$ cat config.mk
export PLATFORM = sky130hd
export DESIGN_NAME = result_cfg_bank
export DESIGN_NICKNAME = d
export VERILOG_FILES = /design/src/logic/result_cfg_pkg.sv /design/src/logic/result_cfg_bank.sv
export SDC_FILE = /design/constraint.sdc
export NUM_CORES = 1
export LEC_CHECK = 0
export BUFFER_PORTS_ARGS = -buffer_cell sky130_fd_sc_hd__buf_2
export CAP_MARGIN = 5
export CORE_AREA = 2 2 188 190
export CTS_CLUSTER_DIAMETER = 80
export DETAILED_ROUTE_END_ITERATION = 6
export DIE_AREA = 0 0 190 192
export GPL_TIMING_DRIVEN = 1
export PLACE_DENSITY = 0.76
export SYNTH_ARGS = -nofsm -noshare
export SYNTH_HDL_FRONTEND = slang
export SYNTH_SLANG_ARGS = --single-unit
$ cat constraint.sdc
create_clock -name clk -period 6.96 [get_ports clk]
set_clock_uncertainty 0.05 [all_clocks]
set_input_delay 1.74 -clock clk [delete_from_list [all_inputs] [get_ports clk]]
set_output_delay 1.74 -clock clk [all_outputs]
set_load 0.02 [all_outputs]
$ cat src/logic/result_cfg_pkg.sv
// Constants, field layout and carrier types of the configuration bank
package result_cfg_pkg;

  // ---------------------------------------------------------------
  // Serial frame layout
  // ---------------------------------------------------------------
  localparam int FRAME_BITS = 25;  // Read flag, 8 address, 16 data
  localparam int HDR_BITS   = 9;   // Read flag and address
  localparam int DW         = 16;  // Register width
  localparam int RES_W      = 18;  // Conversion result width

  // ---------------------------------------------------------------
  // Bank selection
  // ---------------------------------------------------------------
  localparam logic [7:0] BANK_SEL_OFF   = 8'h03;
  localparam logic [7:0] BANK_SEL_RST   = 8'h02;
  localparam logic [7:0] BANK_ONE_CODE  = 8'h02;

  // ---------------------------------------------------------------
  // Data-control register
  // ---------------------------------------------------------------
  localparam logic [7:0]  DATA_CTRL_OFF = 8'h0D;
  localparam logic [15:0] DATA_CTRL_RST = 16'h2002;
  localparam int          FORMAT_BIT    = 13;
  localparam int          BLOCK_AVG_BIT = 6;
  localparam int          MOVING_AVG_BIT = 0;

  // ---------------------------------------------------------------
  // Bank 1 map: offsets and reset values, addressed by index
  // ---------------------------------------------------------------
  localparam int NREG = 20;
  localparam logic [7:0] REG_OFF [NREG] = '{
    8'h0D, 8'h12, 8'h13, 8'h14, 8'h15, 8'h16, 8'h18, 8'h19, 8'h1A, 8'h1B,
    8'h1C, 8'h37, 8'h3C, 8'h92, 8'hC0, 8'hC1, 8'hC2, 8'hC3, 8'hC4, 8'hC5};
  localparam logic [15:0] REG_RST [NREG] = '{
    16'h2002, 16'h0002, 16'h0000, 16'h0000, 16'h0000, 16'h0000, 16'h0000,
    16'h0000, 16'h0000, 16'h0000, 16'h0000, 16'h0000, 16'h0000, 16'h0000,
    16'h0000, 16'h0000, 16'h0000, 16'h0000, 16'h0000, 16'h0000};
  localparam logic [4:0] DATA_CTRL_IDX = 5'h00;

  // ---------------------------------------------------------------
  // Carrier types
  // ---------------------------------------------------------------
  typedef struct packed {
    logic twos_comp;
    logic block_avg;
    logic moving_avg;
  } coding_cfg_t;

  typedef struct packed {
    logic             valid;
    logic [RES_W-1:0] data;
  } result_t;

endpackage : result_cfg_pkg

$ cat src/logic/result_cfg_bank.sv
// Configuration bank 1 with serial access and result coding path
`timescale 1ns/1ps
`default_nettype none

module result_cfg_bank (
  // Clock, reset, enable
  input  wire logic clk,
  input  wire logic rst,
  input  wire logic ce,
  // Configuration serial port pins
  input  wire logic cfg_sclk,
  input  wire logic cfg_cs_n,
  input  wire logic cfg_sdi,
  output logic      cfg_sdo,
  // Raw conversion results, straight binary
  input  wire result_cfg_pkg::result_t raw_in,
  // Coded results
  output result_cfg_pkg::result_t      res_out,
  // Current coding settings
  output result_cfg_pkg::coding_cfg_t  coding_out
);

  localparam int RW = result_cfg_pkg::RES_W;

  // ---------------------------------------------------------------
  // Pin synchronisers
  // ---------------------------------------------------------------
  logic [2:0] sync1_r;
  logic [2:0] sync2_r;
  logic       sclk_prev_r;

  // Two flops on each pin
  always_ff @(posedge clk) begin
    if (rst) begin
      sync1_r     <= 3'h2;  // Idle pins: clock low, deselected
      sync2_r     <= 3'h2;
      sclk_prev_r <= 1'b0;
    end else if (ce) begin
      sync1_r     <= {cfg_sclk, cfg_cs_n, cfg_sdi};
      sync2_r     <= sync1_r;
      sclk_prev_r <= sync2_r[2];
    end
  end

  logic sclk_s, cs_n_s, sdi_s, sclk_rise, sclk_fall;
  assign sclk_s    = sync2_r[2];
  assign cs_n_s    = sync2_r[1];
  assign sdi_s     = sync2_r[0];
  assign sclk_rise = sclk_s & ~sclk_prev_r;
  assign sclk_fall = ~sclk_s & sclk_prev_r;

  // ---------------------------------------------------------------
  // Serial frame capture
  // ---------------------------------------------------------------
  logic [result_cfg_pkg::FRAME_BITS-1:0] shift_r;
  logic [4:0]                            bit_cnt_r;
  logic [15:0]                           sdo_shift_r;
  logic [15:0]                           rd_data;
  logic                                  hdr_done;
  logic                                  frame_done;

  localparam logic [4:0] HDR_LAST   = 5'(result_cfg_pkg::HDR_BITS - 1);
  localparam logic [4:0] FRAME_LAST = 5'(result_cfg_pkg::FRAME_BITS - 1);

  assign hdr_done   = sclk_rise && !cs_n_s && bit_cnt_r == HDR_LAST;
  assign frame_done = sclk_rise && !cs_n_s && bit_cnt_r == FRAME_LAST;

  // Shift in on rising edges, count bits within a frame
  always_ff @(posedge clk) begin
    if (rst) begin
      shift_r   <= '0;
      bit_cnt_r <= 5'h00;
    end else if (ce) begin
      if (cs_n_s) begin
        bit_cnt_r <= 5'h00;
      end else if (sclk_rise) begin
        shift_r   <= {shift_r[23:0], sdi_s};
        bit_cnt_r <= (bit_cnt_r == FRAME_LAST) ? 5'h00 : bit_cnt_r + 5'h01;
      end
    end
  end

  // Read data loads after the address, shifts out on falling edges
  always_ff @(posedge clk) begin
    if (rst) begin
      sdo_shift_r <= 16'h0000;
      cfg_sdo     <= 1'b0;
    end else if (ce) begin
      if (hdr_done) begin
        sdo_shift_r <= rd_data;
      end else if (sclk_fall && !cs_n_s && bit_cnt_r > HDR_LAST) begin
        cfg_sdo     <= sdo_shift_r[15];
        sdo_shift_r <= {sdo_shift_r[14:0], 1'b0};
      end
    end
  end

  // ---------------------------------------------------------------
  // Register storage
  // ---------------------------------------------------------------
  logic [7:0]  bank_sel_r;
  logic [15:0] regs_r [result_cfg_pkg::NREG];
  logic [7:0]  rd_addr, wr_addr;
  logic [15:0] wr_data;
  logic        wr_en;

  assign rd_addr = {shift_r[6:0], sdi_s};
  assign wr_addr = shift_r[22:15];
  assign wr_data = {shift_r[14:0], sdi_s};
  assign wr_en   = frame_done && !shift_r[23];

  // Bank select sits at a fixed offset reachable from every bank
  always_ff @(posedge clk) begin
    if (rst) begin
      bank_sel_r <= result_cfg_pkg::BANK_SEL_RST;
    end else if (ce && wr_en && wr_addr == result_cfg_pkg::BANK_SEL_OFF) begin
      bank_sel_r <= wr_data[7:0];
    end
  end

  logic bank_one;
  assign bank_one = bank_sel_r == result_cfg_pkg::BANK_ONE_CODE;

  // One storage word per mapped offset
  genvar gi;
  generate
    for (gi = 0; gi < result_cfg_pkg::NREG; gi++) begin : g_reg
      always_ff @(posedge clk) begin
        if (rst) begin
          regs_r[gi] <= result_cfg_pkg::REG_RST[gi];
        end else if (ce && wr_en && bank_one &&
                     wr_addr == result_cfg_pkg::REG_OFF[gi]) begin
          regs_r[gi] <= wr_data;
        end
      end
    end
  endgenerate

  // Read mux, unmapped offsets read as zero
  always_comb begin
    rd_data = 16'h0000;
    if (rd_addr == result_cfg_pkg::BANK_SEL_OFF) begin
      rd_data = {8'h00, bank_sel_r};
    end else if (bank_one) begin
      for (int i = 0; i < result_cfg_pkg::NREG; i++) begin
        if (rd_addr == result_cfg_pkg::REG_OFF[i]) begin
          rd_data = regs_r[i];
        end
      end
    end
  end

  // ---------------------------------------------------------------
  // Result coding path
  // ---------------------------------------------------------------
  logic [15:0]                 ctrl;
  result_cfg_pkg::coding_cfg_t live_cfg;
  result_cfg_pkg::coding_cfg_t snap_cfg;
  assign ctrl                = regs_r[result_cfg_pkg::DATA_CTRL_IDX];
  assign live_cfg.twos_comp  = ctrl[result_cfg_pkg::FORMAT_BIT];
  assign live_cfg.block_avg  = ctrl[result_cfg_pkg::BLOCK_AVG_BIT];
  assign live_cfg.moving_avg = ctrl[result_cfg_pkg::MOVING_AVG_BIT];

  // Settings follow the data-control register live, with no per-result sampling
  assign snap_cfg = live_cfg;

  logic          pair_half_r;
  logic [RW-1:0] pair_first_r;
  logic [RW-1:0] prev_r;
  logic [RW:0]   pair_sum, mov_sum;
  logic [RW-1:0] stage_v, mov_v, coded_v;
  logic          stage_ok;

  assign pair_sum = {1'b0, pair_first_r} + {1'b0, raw_in.data};
  assign stage_v  = snap_cfg.block_avg ? pair_sum[RW:1] : raw_in.data;
  assign stage_ok = raw_in.valid && (!snap_cfg.block_avg || pair_half_r);
  assign mov_sum  = {1'b0, prev_r} + {1'b0, stage_v};
  assign mov_v    = snap_cfg.moving_avg ? mov_sum[RW:1] : stage_v;
  // Straight binary to two's complement flips the top bit
  assign coded_v  = {mov_v[RW-1] ^ snap_cfg.twos_comp, mov_v[RW-2:0]};

  // Pair tracking for block averaging
  always_ff @(posedge clk) begin
    if (rst) begin
      pair_half_r  <= 1'b0;
      pair_first_r <= '0;
    end else if (ce && raw_in.valid) begin
      pair_half_r  <= snap_cfg.block_avg ? ~pair_half_r : 1'b0;
      pair_first_r <= raw_in.data;
    end
  end

  // Moving-average history and registered output
  always_ff @(posedge clk) begin
    if (rst) begin
      prev_r     <= '0;
      res_out    <= '0;
      coding_out <= '0;
    end else if (ce) begin
      coding_out    <= live_cfg;
      res_out.valid <= stage_ok;
      if (stage_ok) begin
        prev_r       <= stage_v;
        res_out.data <= coded_v;
      end
    end
  end
endmodule : result_cfg_bank

`default_nettype wire

# --- Word-level counts from Yosys, hierarchy flattened ---
# Memory sizes are Yosys's and may differ from the RTL's.
# Cells that the tools add are included.
# W data, S select, Z words.
word_totals:
  latchBits: 0
  romBits: 0
  register_bits: 120
  mem_count: 1
  input_bits: 25
  mem_bits_rw: 320
op_classes:
  n_lt_le_gt_ge: 1
  div: 0
  addsub: 3
  bitwise_logic: 28
  n_reduce_logical: 42
  n_mux: 112
  n_eq_ne: 45
  multipliers: 0
  shifts: 0
mem_list:
  columns: ["name", "depth", "word_bits", "read_ports", "rd_clocked_by_memory_dff", "wr", "line_no", "source"]
  rows:
  - ["regs_r", 20, 16, 20, 0, 20, "result_cfg_bank.sv:102", "logic [15:0] regs_r [result_cfg_pkg::NREG];"]
op_table:
  columns: ["operator", "count"]
  rows:
  - ["$mux W16", 44]
  - ["$eq A8 B5 Y1 const B", 20]
  - ["$eq A8 B8 Y1 const B", 14]
  - ["$mux W1", 63]
  - ["$add A18 B18 Y19", 2]
  - ["$mux W18", 2]
  - ["$eq A8 B6 Y1 const B", 4]
  - ["$logic_and A1 B1 Y1", 31]
  - ["$eq A8 B2 Y1 const B", 3]
  - ["$or A1 B1 Y1", 20]
  - ["$eq A8 B4 Y1 const B", 2]
  - ["$mux W5", 3]
  - ["$reduce_and A2 Y1", 3]
  - ["$reduce_and A3 Y1", 2]
  - ["$add A5 B1 Y5 const B", 1]
  - ["$eq A5 B4 Y1 const B", 1]
  - ["$eq A5 B5 Y1 const B", 1]
  - ["$gt A5 B4 Y1 const B", 1]
  - ["$not A1 Y1", 5]
  - ["$reduce_bool A2 Y1", 2]
  - ["$logic_not A1 Y1", 3]
  - ["$and A1 B1 Y1", 2]
  - ["$logic_or A1 B1 Y1", 1]
  - ["$xor A1 B1 Y1", 1]

# --- Logic depth before layout (Yosys ltp) ---
# Gate-level depths: netlist of run 1.
depth:
  ltp_word: 24
  mapped_depth: 20

# --- Least setup slack after synthesis of run 1 ---
# Ideal clock, no wire load.
synth_timing:
  path_type: "input port to flip-flop"
  startpoint: "input port raw_in[0] in the netlist's numbering"
  endpoint: "register res_out[16] in the netlist's numbering"
  stages: 20
  path_buffers: 1
  arrival_time_ps: 5245
  setup_time_ps: 122
  path_slack_ps: 1543
  path_cell_list: "and2_1 > fa_1 > a21o_1 > a21oi_1 > o21bai_1 > a21oi_1 > xnor2_1 > mux2i_1 > inv_1 > ha_1 > clkbuf_1 > a21oi_1 > a31oi_1 > a211o_1 > o221a_2 > nor2_1 > a21oi_1 > a211oi_1 > mux2i_1 > a221o_1"
synth_via:
  elab_chain_cells: 4
synth_lines:
  columns: ["item", "line_no", "source"]
  rows:
  - ["start: declaration", "result_cfg_bank.sv:16", "input wire result_cfg_pkg::result_t raw_in,"]
  - ["$add A18 B18 Y19", "result_cfg_bank.sv:174", "assign pair_sum = {1'b0, pair_first_r} + {1'b0, raw_in.data};"]
  - ["$mux W18", "result_cfg_bank.sv:175", "assign stage_v = snap_cfg.block_avg ? pair_sum[RW:1] : raw_in.data;"]
  - ["via stage_v[5]", "result_cfg_bank.sv:171", "logic [RW-1:0] stage_v, mov_v, coded_v;"]
  - ["$add A18 B18 Y19", "result_cfg_bank.sv:177", "assign mov_sum = {1'b0, prev_r} + {1'b0, stage_v};"]
  - ["$mux W18", "result_cfg_bank.sv:178", "assign mov_v = snap_cfg.moving_avg ? mov_sum[RW:1] : stage_v;"]
  - ["end: declaration", "result_cfg_bank.sv:18", "output result_cfg_pkg::result_t res_out,"]
# The timed path passes the listed nets, and every way through them passes these cells.
# A chain may end at the register's enable or synchronous reset.

# --- Worst setup path after layout of run 1 ---
# Ends and elaborated chain as after synthesis.

==> qor.txt, run 1 <==
status = finished clean
post-synthesis compound-gate area fraction = 13.9%
Hold Crit Start = res_out[8]
initial antenna violation count = 3
final instance area = 23400 sq um
register area share after synthesis = 56.1%
pins over their slew limit = 0
GRT met3 Usage = 8.50%
vias per inst = 6.56
Mapped Cells = 2016
Fin Setup TNS = 0 ns
post-synth cell types = 86
R2R Path End = sdo_shift_r[12]
H-tree Lvls = 2
met1 Usage GRT = 44.6%
PD cells = 242 nW/um^2
GRT Overall Usage = 34.1%
Tcrit/Tclk final = 76.7%
core area = 34300 sq um
synthesis-to-finish area growth = 9.33%
Overflow after GRT = 0
top cell type's share of synthesized area = 44.9%
largest net degree at the start of global routing = 56
RSZ-0062 raised after global routing = false
PostCTS Resize Cnt = 0
Clock Path Buffers = 3
first-pass GRT wire length = 93200 microns
CTS Buf Count = 45
layout cells sized above 1 = 9.85%
hold endpoint = res_out[8]
Worst-Margin Slew = 1.38 ns
CTS clk-pin slew, worst paths = 0.06 ns
placed cell area = 22000 sq um
DRC = 0
Die Y = 192 microns
mean routed wirelength per cell = 24.6 microns
CTS tree = built
initial core utilization = 62.4%
CP Class = primary input to flop
CTS Hold Bufs = 0
main combinational cell family by area after synthesis = simple AND/OR/NAND/NOR gates
CP max stage delay = 0.41 ns
worst reg2reg path depth = 9
Syn Nets = 2079
max frequency = 187 MHz
Adder-Cell Fraction of Synth Area = 2.29%
layer with the highest usage = met2
crit-path cells = buf_2 > and2_1 > fa_1 > a21o_1 > a21oi_1 > o21bai_1 > a21oi_1 > xnor2_1 > mux2i_1 > inv_1 > ha_1 > a21oi_1 > a31oi_1 > a211o_1 > o221a_2 > nor2_1 > a21oi_1 > a211oi_1 > mux2i_1 > a221o_1
Synth area leader = edfxtp_1
DR vias = 16369
Die Area = 36500 sq um
1st-iter DRT viols = 2021
FFs w/ async S/R, synth = 0%
Worst R2R Start = sync2_r[0]
Nets = 2068
synth top area cells = edfxtp_1, dfxtp_1, and2_1
I/O pin count = 48
cell row count = 68
CP required = 7.38 ns
Hold Crit Class = flop to flop
Clock Latency Late Sink = 0.59 ns
fill cell count = 2557
Synth Area in XOR/XNOR = 1.11%
number of max-cap violations = 0
Final min period = 5.34 ns
R2R setup slack = 2.51 ns
setup violators final = 0
CP endpoint kind = flop
Post-Route WL = 61400 microns
# clock sinks = 440
multiplexer share of the synthesized area = 3.16%
Antenna Nets Post-Route = 0
number of synthesized register bits = 440
hpwl dp = 39200 microns
vias in the first global route = 15607
Die Width = 190 microns
Root Buffer = clkbuf_16
RePlAce Congestion = 0.955
Slowest-stage cell, CP = fa_1
Worst Setup Start Kind = primary input
Tot Pwr = 0.00566 W
Post-synth EDFFs = 320
1st-pass router iterations = 6
Slew HR = 7.46%
highest ir drop seen on vdd = 0.215 mV
Crit path top cell by count = a21oi_1
Pleak = 8.26 nW
met2 GRT Util = 52.4%
Worst Path Max Fanout = 7
Mapped Avg Cell Area = 10.6 sq um
Hold Vio Cnt, Final = 0
ys flop type = edfxtp_1
Critical Path AT = 5.76 ns
port bufs = 47
Post-Synth Simple-Gate Area = 20.0%
Post-CTS Setup Bufs = 0
hold depth = 2
Yosys Warn Count = 0
cell area after synthesis = 21400 sq um
layout by cell type (no fill, tap or decap), types with 13 or more instances in the layout:
cell type,n
nor4_1,19
mux2i_1,54
nor2_1,116
a221oi_1,30
buf_4,50
o21ai_1,18
o21a_1,13
buf_2,46
ha_1,36
a22o_1,17
inv_1,30
clkbuf_16,47
clkbuf_1,13
o21ai_0,107
edfxtp_1,320
dfxtp_1,118
and2_1,288
a21oi_1,118
nor3_1,60
xnor2_1,16
nand3_1,37
a211oi_1,14
nand2_1,197
nand2b_1,14
a22oi_1,26
synth_stat cells (14+ instances only):
cell and number:
nor2_1 118, nand3_1 37, a22oi_1 26, clkbuf_1 117, ha_1 36, edfxtp_1 320, nor3_1 63, a211oi_1 14
nor4_1 20, a221oi_1 30, a21oi_1 118, mux2i_1 54, dfxtp_1 120, xnor2_1 16, a22o_1 17, inv_1 30
nand2b_1 14, nand2_1 197, o21ai_0 122, and2_1 288, buf_2 19
how the worst max path moves through the flow:
stage                    from     endpoint  slack [ns]
global route        raw_in[0]  res_out[16]        1.34
finish              raw_in[0]  res_out[16]        1.62
floorplan           raw_in[0]  res_out[16]        1.54
global placement    raw_in[0]  res_out[16]        1.08
detailed placement  raw_in[0]  res_out[16]        1.04
CTS                 raw_in[0]  res_out[16]        1.64
metal layers:
metal | vias to the layer above | wire length [microns]
li1 | 7322 | -
met5 | - | 28
met2 | 1036 | 27600
met1 | 7802 | 23100
met4 | 4 | 3530
met3 | 205 | 7210
stage by stage:
| stage | utilization [%] | hold WS (ns) | setup slack [ns] | instances |
|---|---|---|---|---|
| global placement | 64.1 | 0.382 | 1.08 | 2413 |
| CTS | 68.2 | 0.405 | 1.64 | 2495 |
| global route | 68.2 | 0.420 | 1.34 | 2495 |
| detailed placement | 64.1 | 0.391 | 1.04 | 2413 |
| finish | 68.2 | 0.397 | 1.62 | 2496 |
| floorplan | - | 0.382 | 1.54 | 2016 |
sequential cells by signal, summed over array words and instances, names as in the netlist:
name	cells
sdo_shift_r	16
sync2_r	3
cfg_sdo	1
bit_cnt_r	5
sync1_r	3
bank_sel_r	8
res_out	19
pair_half_r	1
regs_r	320
sclk_prev_r	1
pair_first_r	18
coding_out	3
shift_r	24
prev_r	18
power by group:
group          switching, W  total (W)  leakage (nW)  internal [W]
sequential        0.0000465    0.00296          4.01       0.00292
combinational      0.000226   0.000348          3.57      0.000122
clock               0.00102    0.00235         0.680       0.00133
total               0.00129    0.00566          8.26       0.00437
worst max-delay path: cells and delay by family:
family / cells / cell delay, ns
mux: 2 / 0.31
buf+inv: 2 / 0.21
xor+xnor: 1 / 0.08
simple gates: 2 / 0.25
fa+ha+maj: 2 / 0.78
compound gates: 11 / 2.39
kinds of logic (layout without fill, tap and decap cells):
logic type / count (synthesis) / after routing
and+or+nand+nor: 807 / 807
AOI/OAI and AO/OA: 455 / 455
DFF: 440 / 440
buffers and inverters: 184 / 208
muxes: 65 / 65
adders and majority gates: 38 / 38
xor gates and xnor gates: 27 / 27
other: 0 / 1
layout make-up:
type / count / area, sq um / area share, %
well taps: 455 / 569 / 2.43
clock buffers: 62 / 1250 / 5.35
repair buffers: 96 / 606 / 2.59
flip-flops and latches: 440 / 12000 / 51.4
multi-input cells: 1392 / 8690 / 37.1
inverters: 30 / 113 / 0.481
diodes: 1 / 2.50 / 0.0107
clock inverters: 20 / 148 / 0.631
(Power assumes the default switching activity.)
==> run 2: changes to the inputs <==
==> constraint.sdc (replaced) <==
create_clock -name clk -period 5.2 [get_ports clk]
set_clock_uncertainty 0.05 [all_clocks]
set_input_delay 1.3 -clock clk [delete_from_list [all_inputs] [get_ports clk]]
set_output_delay 1.3 -clock clk [all_outputs]
set_load 0.02 [all_outputs]
==> run 2 against run 1 <==
Against the previous run: wire length rose by 1.5%; setup slack worse by 1.1 ns; combinational power grew 39%; hold slack worse by 0.0014 ns; non-clock buffer count rose by 43; largest power group unchanged; global-route usage grew 0.73 points; final area increased by 1.7%; final cell count grew 1.9%; flip-flop and latch count unchanged; largest cell class unchanged; clock-buffer cell count is 2 lower.
==> qor.txt, run 2 (synthesis results as in run 1) <==
status = finished clean
most frequent cells in the layout = edfxtp_1, and2_1, nand2_1
Tcrit/Tclk final = 90.7%
Final min period = 4.72 ns
hpwl dp = 40700 microns
vias in the first global route = 16034
R2R Path End = res_out[17]
Hold Vio Cnt, Final = 0
Nets = 2112
RSZ-0062 raised after global routing = false
PostCTS Resize Cnt = 0
Worst Setup Start Kind = primary input
Die Area = 36500 sq um
GRT Overall Usage = 34.8%
initial core utilization = 62.4%
CP max stage delay = 0.40 ns
Antenna Nets Post-Route = 0
Critical Path AT = 5.21 ns
Worst Path Max Fanout = 4
number of max-cap violations = 0
pins over their slew limit = 0
Biggest register = regs_r
Crit path top cell by count = o21ai_0
Worst-Margin Slew = 1.18 ns
internal cell power = 0.00590 W
Hold Crit Class = flop to flop
R2R setup slack = 0.98 ns
fin util = 69.4%
Slowest-stage cell, CP = fa_1
DRC = 0
hold depth = 2
largest net degree at the start of global routing = 71
RePlAce Congestion = 0.958
Slew HR = 21.3%
core area = 34300 sq um
DR vias = 16592
Post-CTS Setup Bufs = 0
Multi-input gate area = 8670 sq um
initial antenna violation count = 0
biggest regs = regs_r: 320 flops, shift_r: 24 flops, res_out: 19 flops
1st-iter DRT viols = 2059
1st-pass router iterations = 5
Overflow after GRT = 0
cell row count = 68
Comb power frac = 6.3%
fill cell count = 2574
CP required = 5.69 ns
Worst R2R Start = pair_first_r[0]
vias per inst = 6.52
highest ir drop seen on vdd = 0.319 mV
Reg power frac = 51.5%
layout cells sized above 1 = 11.9%
Root Buffer = clkbuf_16
CTS Buf Count = 46
first-pass GRT wire length = 94800 microns
Clock Latency Late Sink = 0.62 ns
PD cells = 323 nW/um^2
Register Area = 12000 sq um
Clock Path Buffers = 3
port bufs = 47
crit-path cells = buf_2 > and2_1 > fa_1 > a21o_1 > a21oi_1 > buf_4 > buf_4 > o21a_1 > o21ai_0 > a211oi_1 > nor2_1 > xor2_1 > mux2i_1 > inv_1 > ha_1 > or2_2 > nor2_1 > o21ai_0 > a31oi_1 > o21ai_0 > or3_1 > nand4_1
hold endpoint = res_out[8]
max frequency = 212 MHz
I/O pin count = 48
Pleak = 8.53 nW
CTS Hold Bufs = 0
CP endpoint kind = flop
worst reg2reg path depth = 21
synthesis-to-finish area growth = 11.2%
Largest register FFs = 320
CTS tree = built
Hold Crit Start = res_out[8]
Clock power frac = 42.2%
# clock sinks = 440
Tot Pwr = 0.00769 W
Die Width = 190 microns
switching share of power = 23.3%
Die Y = 192 microns
Post-Route WL = 62300 microns
mean routed wirelength per cell = 24.5 microns
H-tree Lvls = 2
CP Class = primary input to flop
setup violators final = 0
CTS clk-pin slew, worst paths = 0.06 ns
most common cell after layout, fill and taps aside = edfxtp_1
Psw = 0.00179 W
==> run 2: cell count changes in the layout (fill, tap and decap cells not counted), moves of 2 or more <==
cell and change:
buf_4 +42, clkbuf_1 -5, clkinv_1 +2, clkinv_2 +2, clkinv_8 +2, nor3_1 +3
nor3_2 -3
==> run 2: final cells by class <==
type / instances / share of cell area, %
diodes: 1 / 0.0105
clock buffers: 60 / 5.30
clock inverters: 26 / 0.925
inverters: 30 / 0.473
multi-input cells: 1392 / 36.4
flip-flops and latches: 440 / 50.5
well taps: 455 / 2.39
repair buffers: 139 / 3.95
==> run 2: worst max-delay path by stage <==
| stage | startpoint | end | slack (ns) | cells after the start |
|---|---|---|---|---|
| 4_1_cts | raw_in[0] | res_out[16] | 0.49 | 21 |
| 3_5_place_dp | raw_in[0] | res_out[16] | -0.10 | 21 |
| 6_report | raw_in[0] | res_out[17] | 0.48 | 22 |
| 3_3_place_gp | raw_in[0] | res_out[16] | -0.08 | 21 |
| 5_1_grt | raw_in[0] | res_out[16] | 0.15 | 21 |
| 2_1_floorplan | raw_in[0] | res_out[16] | 0.22 | 20 |
==> run 2: critical path, delay by kind of cell <==
family	cells	cell delay (ns)
adder cells (fa/ha/maj)	2	0.63
XOR/XNOR	1	0.14
AO/OA/AOI/OAI	8	1.39
multiplexers	1	0.25
buffers and inverters	4	0.45
AND/OR/NAND/NOR	6	1.03
==> run 2: per-stage QoR <==
step	setup slack (ns)	hold WS (ns)	cell area (sq um)	cells	setup TNS (ns)
final	0.482	0.395	23800	2543	0
after global routing	0.145	0.425	23800	2542	0
after CTS	0.494	0.402	23800	2542	0
after detailed placement	-0.102	0.388	22300	2456	-0.148
after global placement	-0.0798	0.381	22300	2456	-0.0798
after floorplan	0.223	0.382	21400	2016	0
==> run 2: metal layers <==
| layer | global-route usage [%] | part of all wire [%] | vias to the layer above |
|---|---|---|---|
| li1 | - | - | 7413 |
| met1 | 46.6 | 39 | 8062 |
| met2 | 54.8 | 45 | 931 |
| met3 | 7.22 | 11 | 186 |
| met4 | 16.3 | 5.0 | 0 |
| met5 | 0 | 0 | - |
==> run 2: power groups by stage <==
stage	registers, W	clock network, W	logic (W)
final	0.00396	0.00324	0.000483
after detailed placement	0.00404	0	0.000478
after CTS	0.00396	0.00326	0.000482
after global routing	0.00398	0.00341	0.000532
after floorplan	0.00403	0	0.000316
after global placement	0.00403	0	0.000470
